## src/verilog/srsb_map.vh

```
// srsb_map.vh: constants for the spindle resync, stuck-rotor and brake controller
// assumes a 10 MHz system clock; included by bare name
`ifndef SRSB_MAP_VH
`define SRSB_MAP_VH
`define SRSB_CLK_HZ        10000000
`define SRSB_SYNC_CYC      8400000
`define SRSB_STUCK_CYC     8400000
`define SRSB_REV_MS_1      10
`define SRSB_REV_MS_2      20
`define SRSB_REV_MS_3      40
`define SRSB_ZC_WIDE       4'h7
`define SRSB_ZC_NARROW     4'h2
`define SRSB_PHASE_AB      3'h0
`define SRSB_PHASES        6
`endif

```

## src/verilog/srsb_ctrl.v

```verilog
// srsb_ctrl.v: spindle resynchronisation, stuck-rotor timeout and brake sequencing
// assumes zero_cross and the power-loss inputs come from outside the clock domain
//
// Behaviour
// - power-on reset tristates outputs, clears control state
// - after supply ok, count crosses then resync
// - supply ok low until reset delay ends
// - resync window is 8.4 million cycles
// - activation needs supply ok, auto, run, enable
// - sequencer reference resets to phase A-B
// - crosses needed: seven or two by position
// - keep counting while disabled; resync on re-enable
// - too few crosses: start internal align and go
// - enough crosses lock sequencer, continue to lock
// - no cross in stuck time: tristate, hold
// - stuck hold left only by run toggle
// - stuck counter runs in every state
// - stuck reported as zero status bit
// - select zero: brake all three low sides
// - power-loss brake only after retract done
// - brake select not reset; host must write
// - select one: brake A and B only
// - reverse brake only while supply ok
// - reverse hands over at 10/20/40 ms interval
`timescale 1ns/1ps
`include "srsb_map.vh"
module srsb_ctrl #(
  parameter SYNC_CYC  = `SRSB_SYNC_CYC,
  parameter STUCK_CYC = `SRSB_STUCK_CYC,
  parameter MS_CYC    = `SRSB_CLK_HZ / 1000
) (
  input  wire       clock,
  input  wire       rst,               // power-on reset
  input  wire       supply_ok,         // high once the reset delay has expired
  input  wire       auto_startup_bit,
  input  wire       run_bit,
  input  wire       spin_enable_bit,
  input  wire       sequencer_reset_bit,
  input  wire       brake_phase_sel,   // 1 = two-phase brake
  input  wire       reverse_brake_bit,
  input  wire       loop_disconnect_bit,
  input  wire       power_loss,        // async pin
  input  wire       retract_done,      // async pin
  input  wire       zero_cross,        // async comparator output
  output reg        outputs_enable,    // 0 = power stage tristated
  output reg  [2:0] high_side,         // a,b,c high-side drive
  output reg  [2:0] low_side,          // a,b,c low-side drive
  output reg  [2:0] phase,             // sequencer position
  output reg        align_go_start,    // internal start-up running
  output reg        resync_done,
  output reg        stuck_status_n,    // 0 = stuck rotor
  output reg        reverse_active,
  output reg        zero_cross_indicator,
  output reg        loop_disconnect
);
  // operating states
  // idle: outputs off, waiting for the four activation conditions
  // wait: listening for back-emf inside the resync window
  // run: commutating from zero crosses
  // stuk: stuck-rotor hold, left only by a run toggle
  // brk: low-side brake, rev: reversed winding current
  // algn: internal align and go start-up in progress
  localparam ST_IDLE = 3'h0;
  localparam ST_WAIT = 3'h1;
  localparam ST_RUN  = 3'h2;
  localparam ST_STUK = 3'h3;
  localparam ST_BRK  = 3'h4;
  localparam ST_REV  = 3'h5;
  localparam ST_ALGN = 3'h6;

  reg [2:0]  state;
  reg [1:0]  zc_sync;        // first stage read only by the second
  reg        zc_q;           // previous synced level, for edge detect
  reg [1:0]  pl_sync;
  reg [1:0]  rd_sync;
  reg [23:0] sync_cnt;       // resync window timer
  reg [23:0] stuck_cnt;      // runs in every state
  reg [23:0] zc_interval;    // cycles since last cross, saturating
  reg [3:0]  zc_seen;        // crosses since activation
  reg [3:0]  zc_need;
  reg        run_q;
  reg        en_q;
  reg        rseq_q;
  reg        rev_q;
  reg [1:0]  rev_toggles;    // reverse threshold selector
  reg        en_dropped;     // enable cleared while spinning

  wire zc_edge  = zc_sync[1] ^ zc_q;
  wire active   = supply_ok & auto_startup_bit & run_bit & spin_enable_bit;
  wire run_tog  = run_bit ^ run_q;
  // hand-over limits in cycles; 24 bits reach past 1.6 s at 10 MHz,
  // so a much faster system clock would need a wider interval timer
  localparam [23:0] REV_LIM_1 = `SRSB_REV_MS_1 * MS_CYC;
  localparam [23:0] REV_LIM_2 = `SRSB_REV_MS_2 * MS_CYC;
  localparam [23:0] REV_LIM_3 = `SRSB_REV_MS_3 * MS_CYC;
  wire [23:0] rev_limit = (rev_toggles == 2'h3) ? REV_LIM_3 :
                          (rev_toggles == 2'h2) ? REV_LIM_2 :
                                                  REV_LIM_1;

  // synchronisers for the asynchronous pins
  // no reset here: the pins keep being tracked through power-on reset,
  // which also keeps the edge detector from seeing a false cross
  always @(posedge clock) begin
    zc_sync <= {zc_sync[0], zero_cross};
    pl_sync <= {pl_sync[0], power_loss};
    rd_sync <= {rd_sync[0], retract_done};
    zc_q    <= zc_sync[1];
  end

  // brake pattern: all low sides, or a and b only
  function [2:0] brake_pat;
    input sel;
    begin
      brake_pat = sel ? 3'h3 : 3'h7;
    end
  endfunction

  // commutation pattern for a sequencer position, {high, low}
  function [5:0] commute;
    input [2:0] p;
    begin
      case (p)
        3'h0: commute = {3'h1, 3'h2};  // a-b
        3'h1: commute = {3'h1, 3'h4};  // a-c
        3'h2: commute = {3'h2, 3'h4};  // b-c
        3'h3: commute = {3'h2, 3'h1};  // b-a
        3'h4: commute = {3'h4, 3'h1};  // c-a
        default: commute = {3'h4, 3'h2}; // c-b
      endcase
    end
  endfunction

  // main control process
  // the timers and the sequencer run beside the state machine, so a
  // coasting rotor is followed even while the outputs are tristated;
  // the stuck and power-loss overrides come last so they win over
  // whatever the state branch has just scheduled
  always @(posedge clock) begin
    if (rst) begin
      state          <= ST_IDLE;
      outputs_enable <= 1'b0;
      high_side      <= 3'h0;
      low_side       <= 3'h0;
      phase          <= `SRSB_PHASE_AB;
      align_go_start <= 1'b0;
      resync_done    <= 1'b0;
      stuck_status_n <= 1'b1;
      reverse_active <= 1'b0;
      zero_cross_indicator <= 1'b0;
      loop_disconnect <= 1'b0;
      sync_cnt       <= 24'h0;
      stuck_cnt      <= 24'h0;
      zc_interval    <= 24'h0;
      zc_seen        <= 4'h0;
      zc_need        <= 4'h0;
      run_q          <= 1'b0;
      en_q           <= 1'b0;
      rseq_q         <= 1'b0;
      rev_q          <= 1'b0;
      rev_toggles    <= 2'h0;
      en_dropped     <= 1'b0;
      // brake select has no flop here: it is held by the host side
    end else begin
      run_q  <= run_bit;
      en_q   <= spin_enable_bit;
      rseq_q <= sequencer_reset_bit;
      rev_q  <= reverse_brake_bit;
      loop_disconnect <= loop_disconnect_bit;  // host sets before reverse
      if (zc_edge)
        zero_cross_indicator <= ~zero_cross_indicator;
      // interval and stuck timers restart on every cross
      if (zc_edge) begin
        stuck_cnt   <= 24'h0;
        zc_interval <= 24'h0;
      end else begin
        if (stuck_cnt != 24'hffffff)
          stuck_cnt <= stuck_cnt + 24'h1;
        if (zc_interval != 24'hffffff)
          zc_interval <= zc_interval + 24'h1;
      end
      // sequencer reset by toggle
      if (sequencer_reset_bit ^ rseq_q)
        phase <= `SRSB_PHASE_AB;
      else if (zc_edge)
        phase <= (phase == 3'h5) ? 3'h0 : phase + 3'h1;
      // reverse toggles pick the hand-over interval
      if (reverse_brake_bit ^ rev_q)
        rev_toggles <= (rev_toggles == 2'h3) ? 2'h3 : rev_toggles + 2'h1;
      // note enable dropped while spinning
      if (en_q & ~spin_enable_bit & (state == ST_RUN))
        en_dropped <= 1'b1;

      case (state)
        ST_IDLE: begin
          outputs_enable <= 1'b0;
          high_side      <= 3'h0;
          low_side       <= 3'h0;
          sync_cnt       <= 24'h0;
          zc_seen        <= 4'h0;
          // needed crosses from position at activation
          // position zero is the reference position A-B itself, so the long count applies
          zc_need <= (phase == 3'h0) ? `SRSB_ZC_WIDE : `SRSB_ZC_NARROW;
          if (active)
            state <= ST_WAIT;
        end
        ST_WAIT: begin
          // outputs stay off while listening for back-emf
          if (zc_edge)
            zc_seen <= zc_seen + 4'h1;
          sync_cnt <= sync_cnt + 24'h1;
          if (!active) begin
            state <= ST_IDLE;                    // host took over
          end else if (zc_edge && (zc_seen + 4'h1 >= zc_need)) begin
            state          <= ST_RUN;
            resync_done    <= 1'b1;
            outputs_enable <= 1'b1;
          end else if (sync_cnt >= SYNC_CYC - 1) begin
            state          <= ST_ALGN;
            align_go_start <= 1'b1;
            outputs_enable <= 1'b1;
          end
        end
        ST_ALGN: begin
          // drive the current position until the rotor answers with a cross;
          // the stuck timer guards this state as well
          {high_side, low_side} <= commute(phase);
          if (zc_edge) begin
            state          <= ST_RUN;
            align_go_start <= 1'b0;
          end
        end
        ST_RUN: begin
          // commutate; enable drop keeps counting, resume at next cross
          if (!spin_enable_bit) begin
            outputs_enable <= 1'b0;
            high_side      <= 3'h0;
            low_side       <= 3'h0;
          end else if (!en_dropped || zc_edge) begin
            en_dropped     <= 1'b0;
            outputs_enable <= 1'b1;
            {high_side, low_side} <= commute(phase);
          end
          if (reverse_brake_bit & supply_ok) begin
            state          <= ST_REV;
            reverse_active <= 1'b1;
          end else if (!run_bit) begin
            state <= ST_BRK;
          end
        end
        ST_REV: begin
          // reversed winding current: swap high and low of the pattern
          {low_side, high_side} <= commute(phase);
          if (!supply_ok || zc_interval >= rev_limit) begin
            state          <= ST_BRK;
            reverse_active <= 1'b0;
          end
        end
        ST_BRK: begin
          // brake holds while run is low; run back high re-enters the window
          outputs_enable <= 1'b1;
          high_side      <= 3'h0;
          low_side       <= brake_pat(brake_phase_sel);
          if (run_bit & supply_ok)
            state <= ST_IDLE;
        end
        ST_STUK: begin
          outputs_enable <= 1'b0;
          high_side      <= 3'h0;
          low_side       <= 3'h0;
          if (run_tog) begin
            state          <= ST_IDLE;
            stuck_status_n <= 1'b1;
          end
        end
        default: state <= ST_IDLE;
      endcase

      // stuck timeout overrides the run and align states
      if (stuck_cnt >= STUCK_CYC - 1 && !zc_edge &&
          (state == ST_RUN || state == ST_ALGN)) begin
        state          <= ST_STUK;
        stuck_status_n <= 1'b0;
        outputs_enable <= 1'b0;
        align_go_start <= 1'b0;
      end
      // power loss: brake only after retract finished
      if (pl_sync[1]) begin
        if (rd_sync[1] && state != ST_STUK) begin
          state          <= ST_BRK;
          reverse_active <= 1'b0;
        end else if (!rd_sync[1]) begin
          outputs_enable <= 1'b0;
          high_side      <= 3'h0;
          low_side       <= 3'h0;
        end
      end
    end
  end
endmodule

```

## config.mk

```make
export PLATFORM = sky130hd
export DESIGN_NAME = srsb_ctrl
export DESIGN_NICKNAME = d
export VERILOG_FILES = /design/src/verilog/srsb_ctrl.v
export VERILOG_INCLUDE_DIRS = /design/src /design/src/verilog
export SDC_FILE = /design/constraint.sdc
export NUM_CORES = 1
export LEC_CHECK = 0
export ABC_AREA = 1
export BUFFER_PORTS_ARGS = -buffer_cell sky130_fd_sc_hd__buf_2
export CAP_MARGIN = 20
export CORE_MARGIN = 3
export CORE_UTILIZATION = 46
export CTS_CLUSTER_DIAMETER = 40
export DETAILED_ROUTE_END_ITERATION = 16
export PLACE_DENSITY = 0.62
export SLEW_MARGIN = 10
export SYNTH_ARGS = -nofsm -noshare
export SYNTH_HDL_FRONTEND = slang
export SYNTH_SLANG_ARGS = --single-unit
```

## constraint.sdc

```tcl
create_clock -name clock -period 1.55 [get_ports clock]
set_input_delay 0.155 -clock clock [delete_from_list [all_inputs] [get_ports clock]]
set_output_delay 0.155 -clock clock [all_outputs]
set_load 0.01 [all_outputs]
```

[Yosys cells after proc, flatten, opt, wreduce, memory -nomap -nowiden]
Index checks and enable logic that the tools add are counted.
Word-level totals
  flip-flop bits (word level): 113
  input port bits: 13
  output and inout port bits: 16
  logic and storage cells: 158
Cells by class
  add/subtract/negate cells: 6
  order comparisons: 4
  equal/unequal tests: 21
  multiplexer cells: 63
  bitwise operators: 13
  reduce and logical (&&, ||, !) cells: 25
Operators with widths (count)
  $mux W3: 26
  $add A24 B1 Y24 const B: 3
  $ge A24 B24 Y1 const B: 2
  $ne A24 B24 Y1 const B: 2
  $pmux W24 S2: 1
  $pmux W6 S5: 1
  $ge A24 B19 Y1: 1
  $mux W1: 24
  $pmux W3 S7: 1
  $mux W19: 1
  $mux W18: 1
  $eq A3 B3 Y1 const B: 5
  $pmux W3 S5: 1
  $eq A3 B2 Y1 const B: 4
  $pmux W3 S4: 1
  $ne A2 B2 Y1 const B: 5
  $pmux W4 S2: 1
  $reduce_bool A2 Y1: 4
  $reduce_or A2 Y1: 4
  $and A1 B1 Y1: 7
  $eq A3 B1 Y1 const B: 2
  $logic_not A3 Y1: 2
  $reduce_and A5 Y1: 1
  $add A4 B1 Y4 const B: 1
  17 further kinds: 31

[Depth between registers and ports, before layout]
  depth in word-level cells: 10
  mapped depth: 15

[Worst setup path after synthesis]
OpenSTA, ideal clock, no wires.
  path kind: reg-to-reg
  from: reg zc_seen[0]
  to: reg align_go_start
  setup time: 0.070 ns
  data arrival time: 1.556 ns
  required time: 1.480 ns
  setup slack: -0.075 ns
  stages on the path, launching flop included: 12
  path buffers: 0
  period minus slack after synthesis: 1.625 ns
  cell sequence: dfxtp_1 -> ha_1 -> ha_1 -> nand2_1 -> nand2_1 -> nand2_1 -> nand3_1 -> nand2_1 -> nand2_1 -> o21ai_1 -> nand2_1 -> a21oi_1
On the way
  word-level cells in the longest chain between the ends: 5
RTL lines
  start, declared: line srsb_ctrl.v:79  | reg [3:0] zc_seen;
  start signal, assigned: line srsb_ctrl.v:209  | zc_seen <= zc_seen + 4'h1;
  $add A4 B1 Y4: line srsb_ctrl.v:213  | end else if (zc_edge && (zc_seen + 4'h1 >= zc_need)) begin
  $ge A4 B4 Y1: line srsb_ctrl.v:213
  $logic_and A1 B1 Y1: line srsb_ctrl.v:213
  $ne A2 B2 Y1 (no source line)
  $reduce_and A5 Y1 (no source line)
  end signal, assigned: line srsb_ctrl.v:219  | align_go_start <= 1'b1;
  end signal, assigned: line srsb_ctrl.v:229  | align_go_start <= 1'b0;
  end signal, assigned: line srsb_ctrl.v:284  | align_go_start <= 1'b0;
  end, declared: line srsb_ctrl.v:49  | output reg align_go_start,
Every way passes these cells.
A chain may end at the register's enable or synchronous reset.

[Worst setup path after layout]
  from: reg sync_cnt[1]
  to: reg sync_cnt[19]
On the way
  word-level cells in the longest chain between the ends: 2
RTL lines
  start, declared: line srsb_ctrl.v:76  | reg [23:0] sync_cnt;
  start signal, assigned: line srsb_ctrl.v:210  | sync_cnt <= sync_cnt + 24'h1;
  $add A24 B1 Y24: line srsb_ctrl.v:210
  $pmux W24 S2: line srsb_ctrl.v:193  | case (state)
Every way passes these cells.

==> metrics.yaml <==
grt_pass1_wl_um: 26600
root_buffer: "clkbuf_16"
synth_most_common_cell: "nand2_1"
yosys_warnings: 0
synthArstFlopShare_pct: 0
synth_compound_area_share_pct: 12.5
chipWidth_um: 124
hp-class: "in2reg"
synthMuxAreaShare_pct: 0
ys_seq_elements: 111
pwr-share-comb_pct: 8.8
antenna_found_initial: 0
finalMaxSlewViolations: 0
placed_cell_area_um2: 7470
reg2reg_depth: 10
min_period_ns: 1.67
grt_pass1_vias: 5838
cp_num_cells: 10
required_ns: 1.81
instances_no_fill: 1282
path_class: "reg2reg"
power_switching_uw: 1490
cp_common_cell: "nor2_4"
slew_headroom_pct: 69.6
p_sw_share_pct: 25.4
final_antenna_net_count: 0
numPortBuffers: 28
numClockSinks: 111
viasPerCell: 5.10
p_int_uw: 4380
dpl.hpwl_um: 12000
drc: 0
rsz0062_at_grt: "yes"
fin_util_pct: 65.4
power_uw: 5870
syn_nets: 980
synth_top_family_by_area: "simple AND/OR/NAND/NOR gates"
power_leakage_uw: 0.00395
cp_max_fo: 4
overflow: 0
cap_viol_max_count: 0
finalHoldViolations: 0
seq_area_frac_synth_pct: 34.8
timing.fmax_mhz: 599
synthDistinctLibCells: 48
gp_congestion: 0.891
layout-drive-gt1-share_pct: 34.6
status: "finished, violations left"
path_clk_slew_ns: 0.08
irDropWorstVdd_uv: 649
grt_use_total_pct: 21.5
skew_ns: 0.00765
grt_start_max_net_pins: 23
clk_path_buf_depth: 2
dieArea_um2: 15300
cts_tree: "done"
slowest_delay_ns: 0.36
fin_area_um2: 8760
synth-edff-count: 0
synthSimpleGateAreaFrac_pct: 33.7
violations: "negative setup slack"
crit_chain: "buf_6 -> nand3_4 -> nor2_4 -> inv_2 -> nor2_4 -> nand4_4 -> nor2_4 -> nand4_4 -> o21ai_2 -> nor2_1"
initial_core_util_pct: 47.7
yosysTopAreaCell: "dfxtp_1"
synthesis.area_um2: 6390
cp_top_family: "simple AND/OR/NAND/NOR gates"
htree_levels: 3
routed_wirelength_um: 17000
syn_area_per_cell_um2: 6.74
crit_slowest_cell: "dfxtp_2"
worst_slew_pin_slew_ns: 0.456
core_um2: 13400
placementRows: 42
synth_fa_ha_area_share_pct: 3.72
post-synth-top-area-fraction_pct: 34.8
setup_slack_ns: -0.119
synth_ff_type: "dfxtp_1"
setup_viol: 23
top_level_ports: 29
synth_common_cells: "201 x nand2_1, 155 x inv_1, 111 x dfxtp_1"
cts_buffers: 9
p_seq_share_pct: 50.0
syn_to_final_growth_pct: 37.1
synth.area.top_cells: "dfxtp_1 35%, nand2_1 12%, inv_1 9.1%"
crit_buf_inv: 2
p_per_area_nw_per_um2: 670
critPathArrivalTime_ns: 1.92
dr.pass1.iters: 5
vias: 6534
ff2ff_setup_slack_ns: -0.12
routedWlPerCell_um: 13.2
synthXorXnorAreaFrac_pct: 4.11
start_kind: "register"
clock_latency_ns: 0.35
whs_path_depth: 3
p_clk_share_pct: 41.2
antenna_cells: 0
placedCellCount: 1237
drt_iter0_drc: 373
post-route-period-util_pct: 108
final_nets: 1133
syn_inst: 948
crit_path_end_kind: "register"
die_y_um: 124
[power groups by stage]
stage | Clock [µW] | Combinational [µW] | Sequential [µW]
2_1_floorplan | 0 | 248 | 3000
3_3_place_gp | 0 | 432 | 3000
3_5_place_dp | 0 | 436 | 3000
4_1_cts | 2480 | 455 | 2940
5_1_grt | 2580 | 580 | 2940
6_report | 2420 | 518 | 2930
[area by class of cell]
type	count	area (µm²)
Fill cell	1162	4640
Multi-Input combinational cell	654	4110
Sequential cell	111	2280
Timing Repair Buffer	161	1210
Inverter	164	628
Clock buffer	9	225
Tap cell	176	220
Clock inverter	7	80.1
[tightest hold or removal path: stages]
cell	delay, ns
buf_2	0.09
inv_1	0.04
nor2_1	0.07
[repair_timing]
item,4_1_cts,5_1_grt
setup endpoints to repair,41,83
hold buffers,4,0
pin swaps,13,72
hold endpoints to repair,4,0
setup buffers,5,22
gates resized for setup,50,179
[cell usage in the layout, fill, tap and decap left out, drive strengths merged, types with 3 or more instances in the layout]
cell type / n
or2: 8
nor3: 33
a21oi: 62
dfxtp: 111
buf: 157
xor2: 22
o211ai: 6
o21ai: 54
a211oi: 7
inv: 165
nor4: 7
dlygate4sd3: 4
nand3: 66
nor3b: 3
nand2: 211
ha: 19
clkinv: 4
clkbuf: 9
a221oi: 3
nand4: 31
xnor2: 8
a31oi: 6
nor2: 101
[sequential cells by signal, indices dropped and copies added, names as in the netlist, 3 cells and up]
name,cells
stuck_cnt,24
sync_cnt,24
zc_interval,24
zc_seen,4
high_side,3
low_side,3
phase,3
state,3
[metrics by stage]
stage / TNS [ns] / hold slack [ns] / setup WS (ns)
5_1_grt: -4.08 / 0.0524 / -0.228
3_3_place_gp: -0.636 / 0.258 / -0.0813
6_report: -1.15 / 0.0324 / -0.119
2_1_floorplan: 0 / 0.183 / 0.00953
4_1_cts: -0.458 / 0.0245 / -0.0810
3_5_place_dp: -1.28 / 0.259 / -0.189
[cells by family (layout without fill, tap and decap cells)]
family,count (synthesis),count (layout)
AND/OR/NAND/NOR,461,461
buffers and inverters,183,341
AO/OA/AOI/OAI,144,144
flip-flops,111,111
XOR/XNOR,30,30
adder cells (fa/ha/maj),19,19
[per-layer routing]
metal	share of wire, %	global-route usage, %	wire, µm
met5	0	0	0
met4	1.4	5.19	242
met2	49	36.5	8340
met1	45	28.3	7640
met3	4.3	4.04	724
[path summary, 6_finish.rpt]
path / endpoint / from
setup reg to reg: sync_cnt[19] / sync_cnt[1]
hold reg to reg: zc_sync[1] / zc_sync[0]
setup / recovery: sync_cnt[19] / sync_cnt[1]
hold / removal: rseq_q / sequencer_reset_bit
Note: power is estimated with default switching activity, not from simulation.
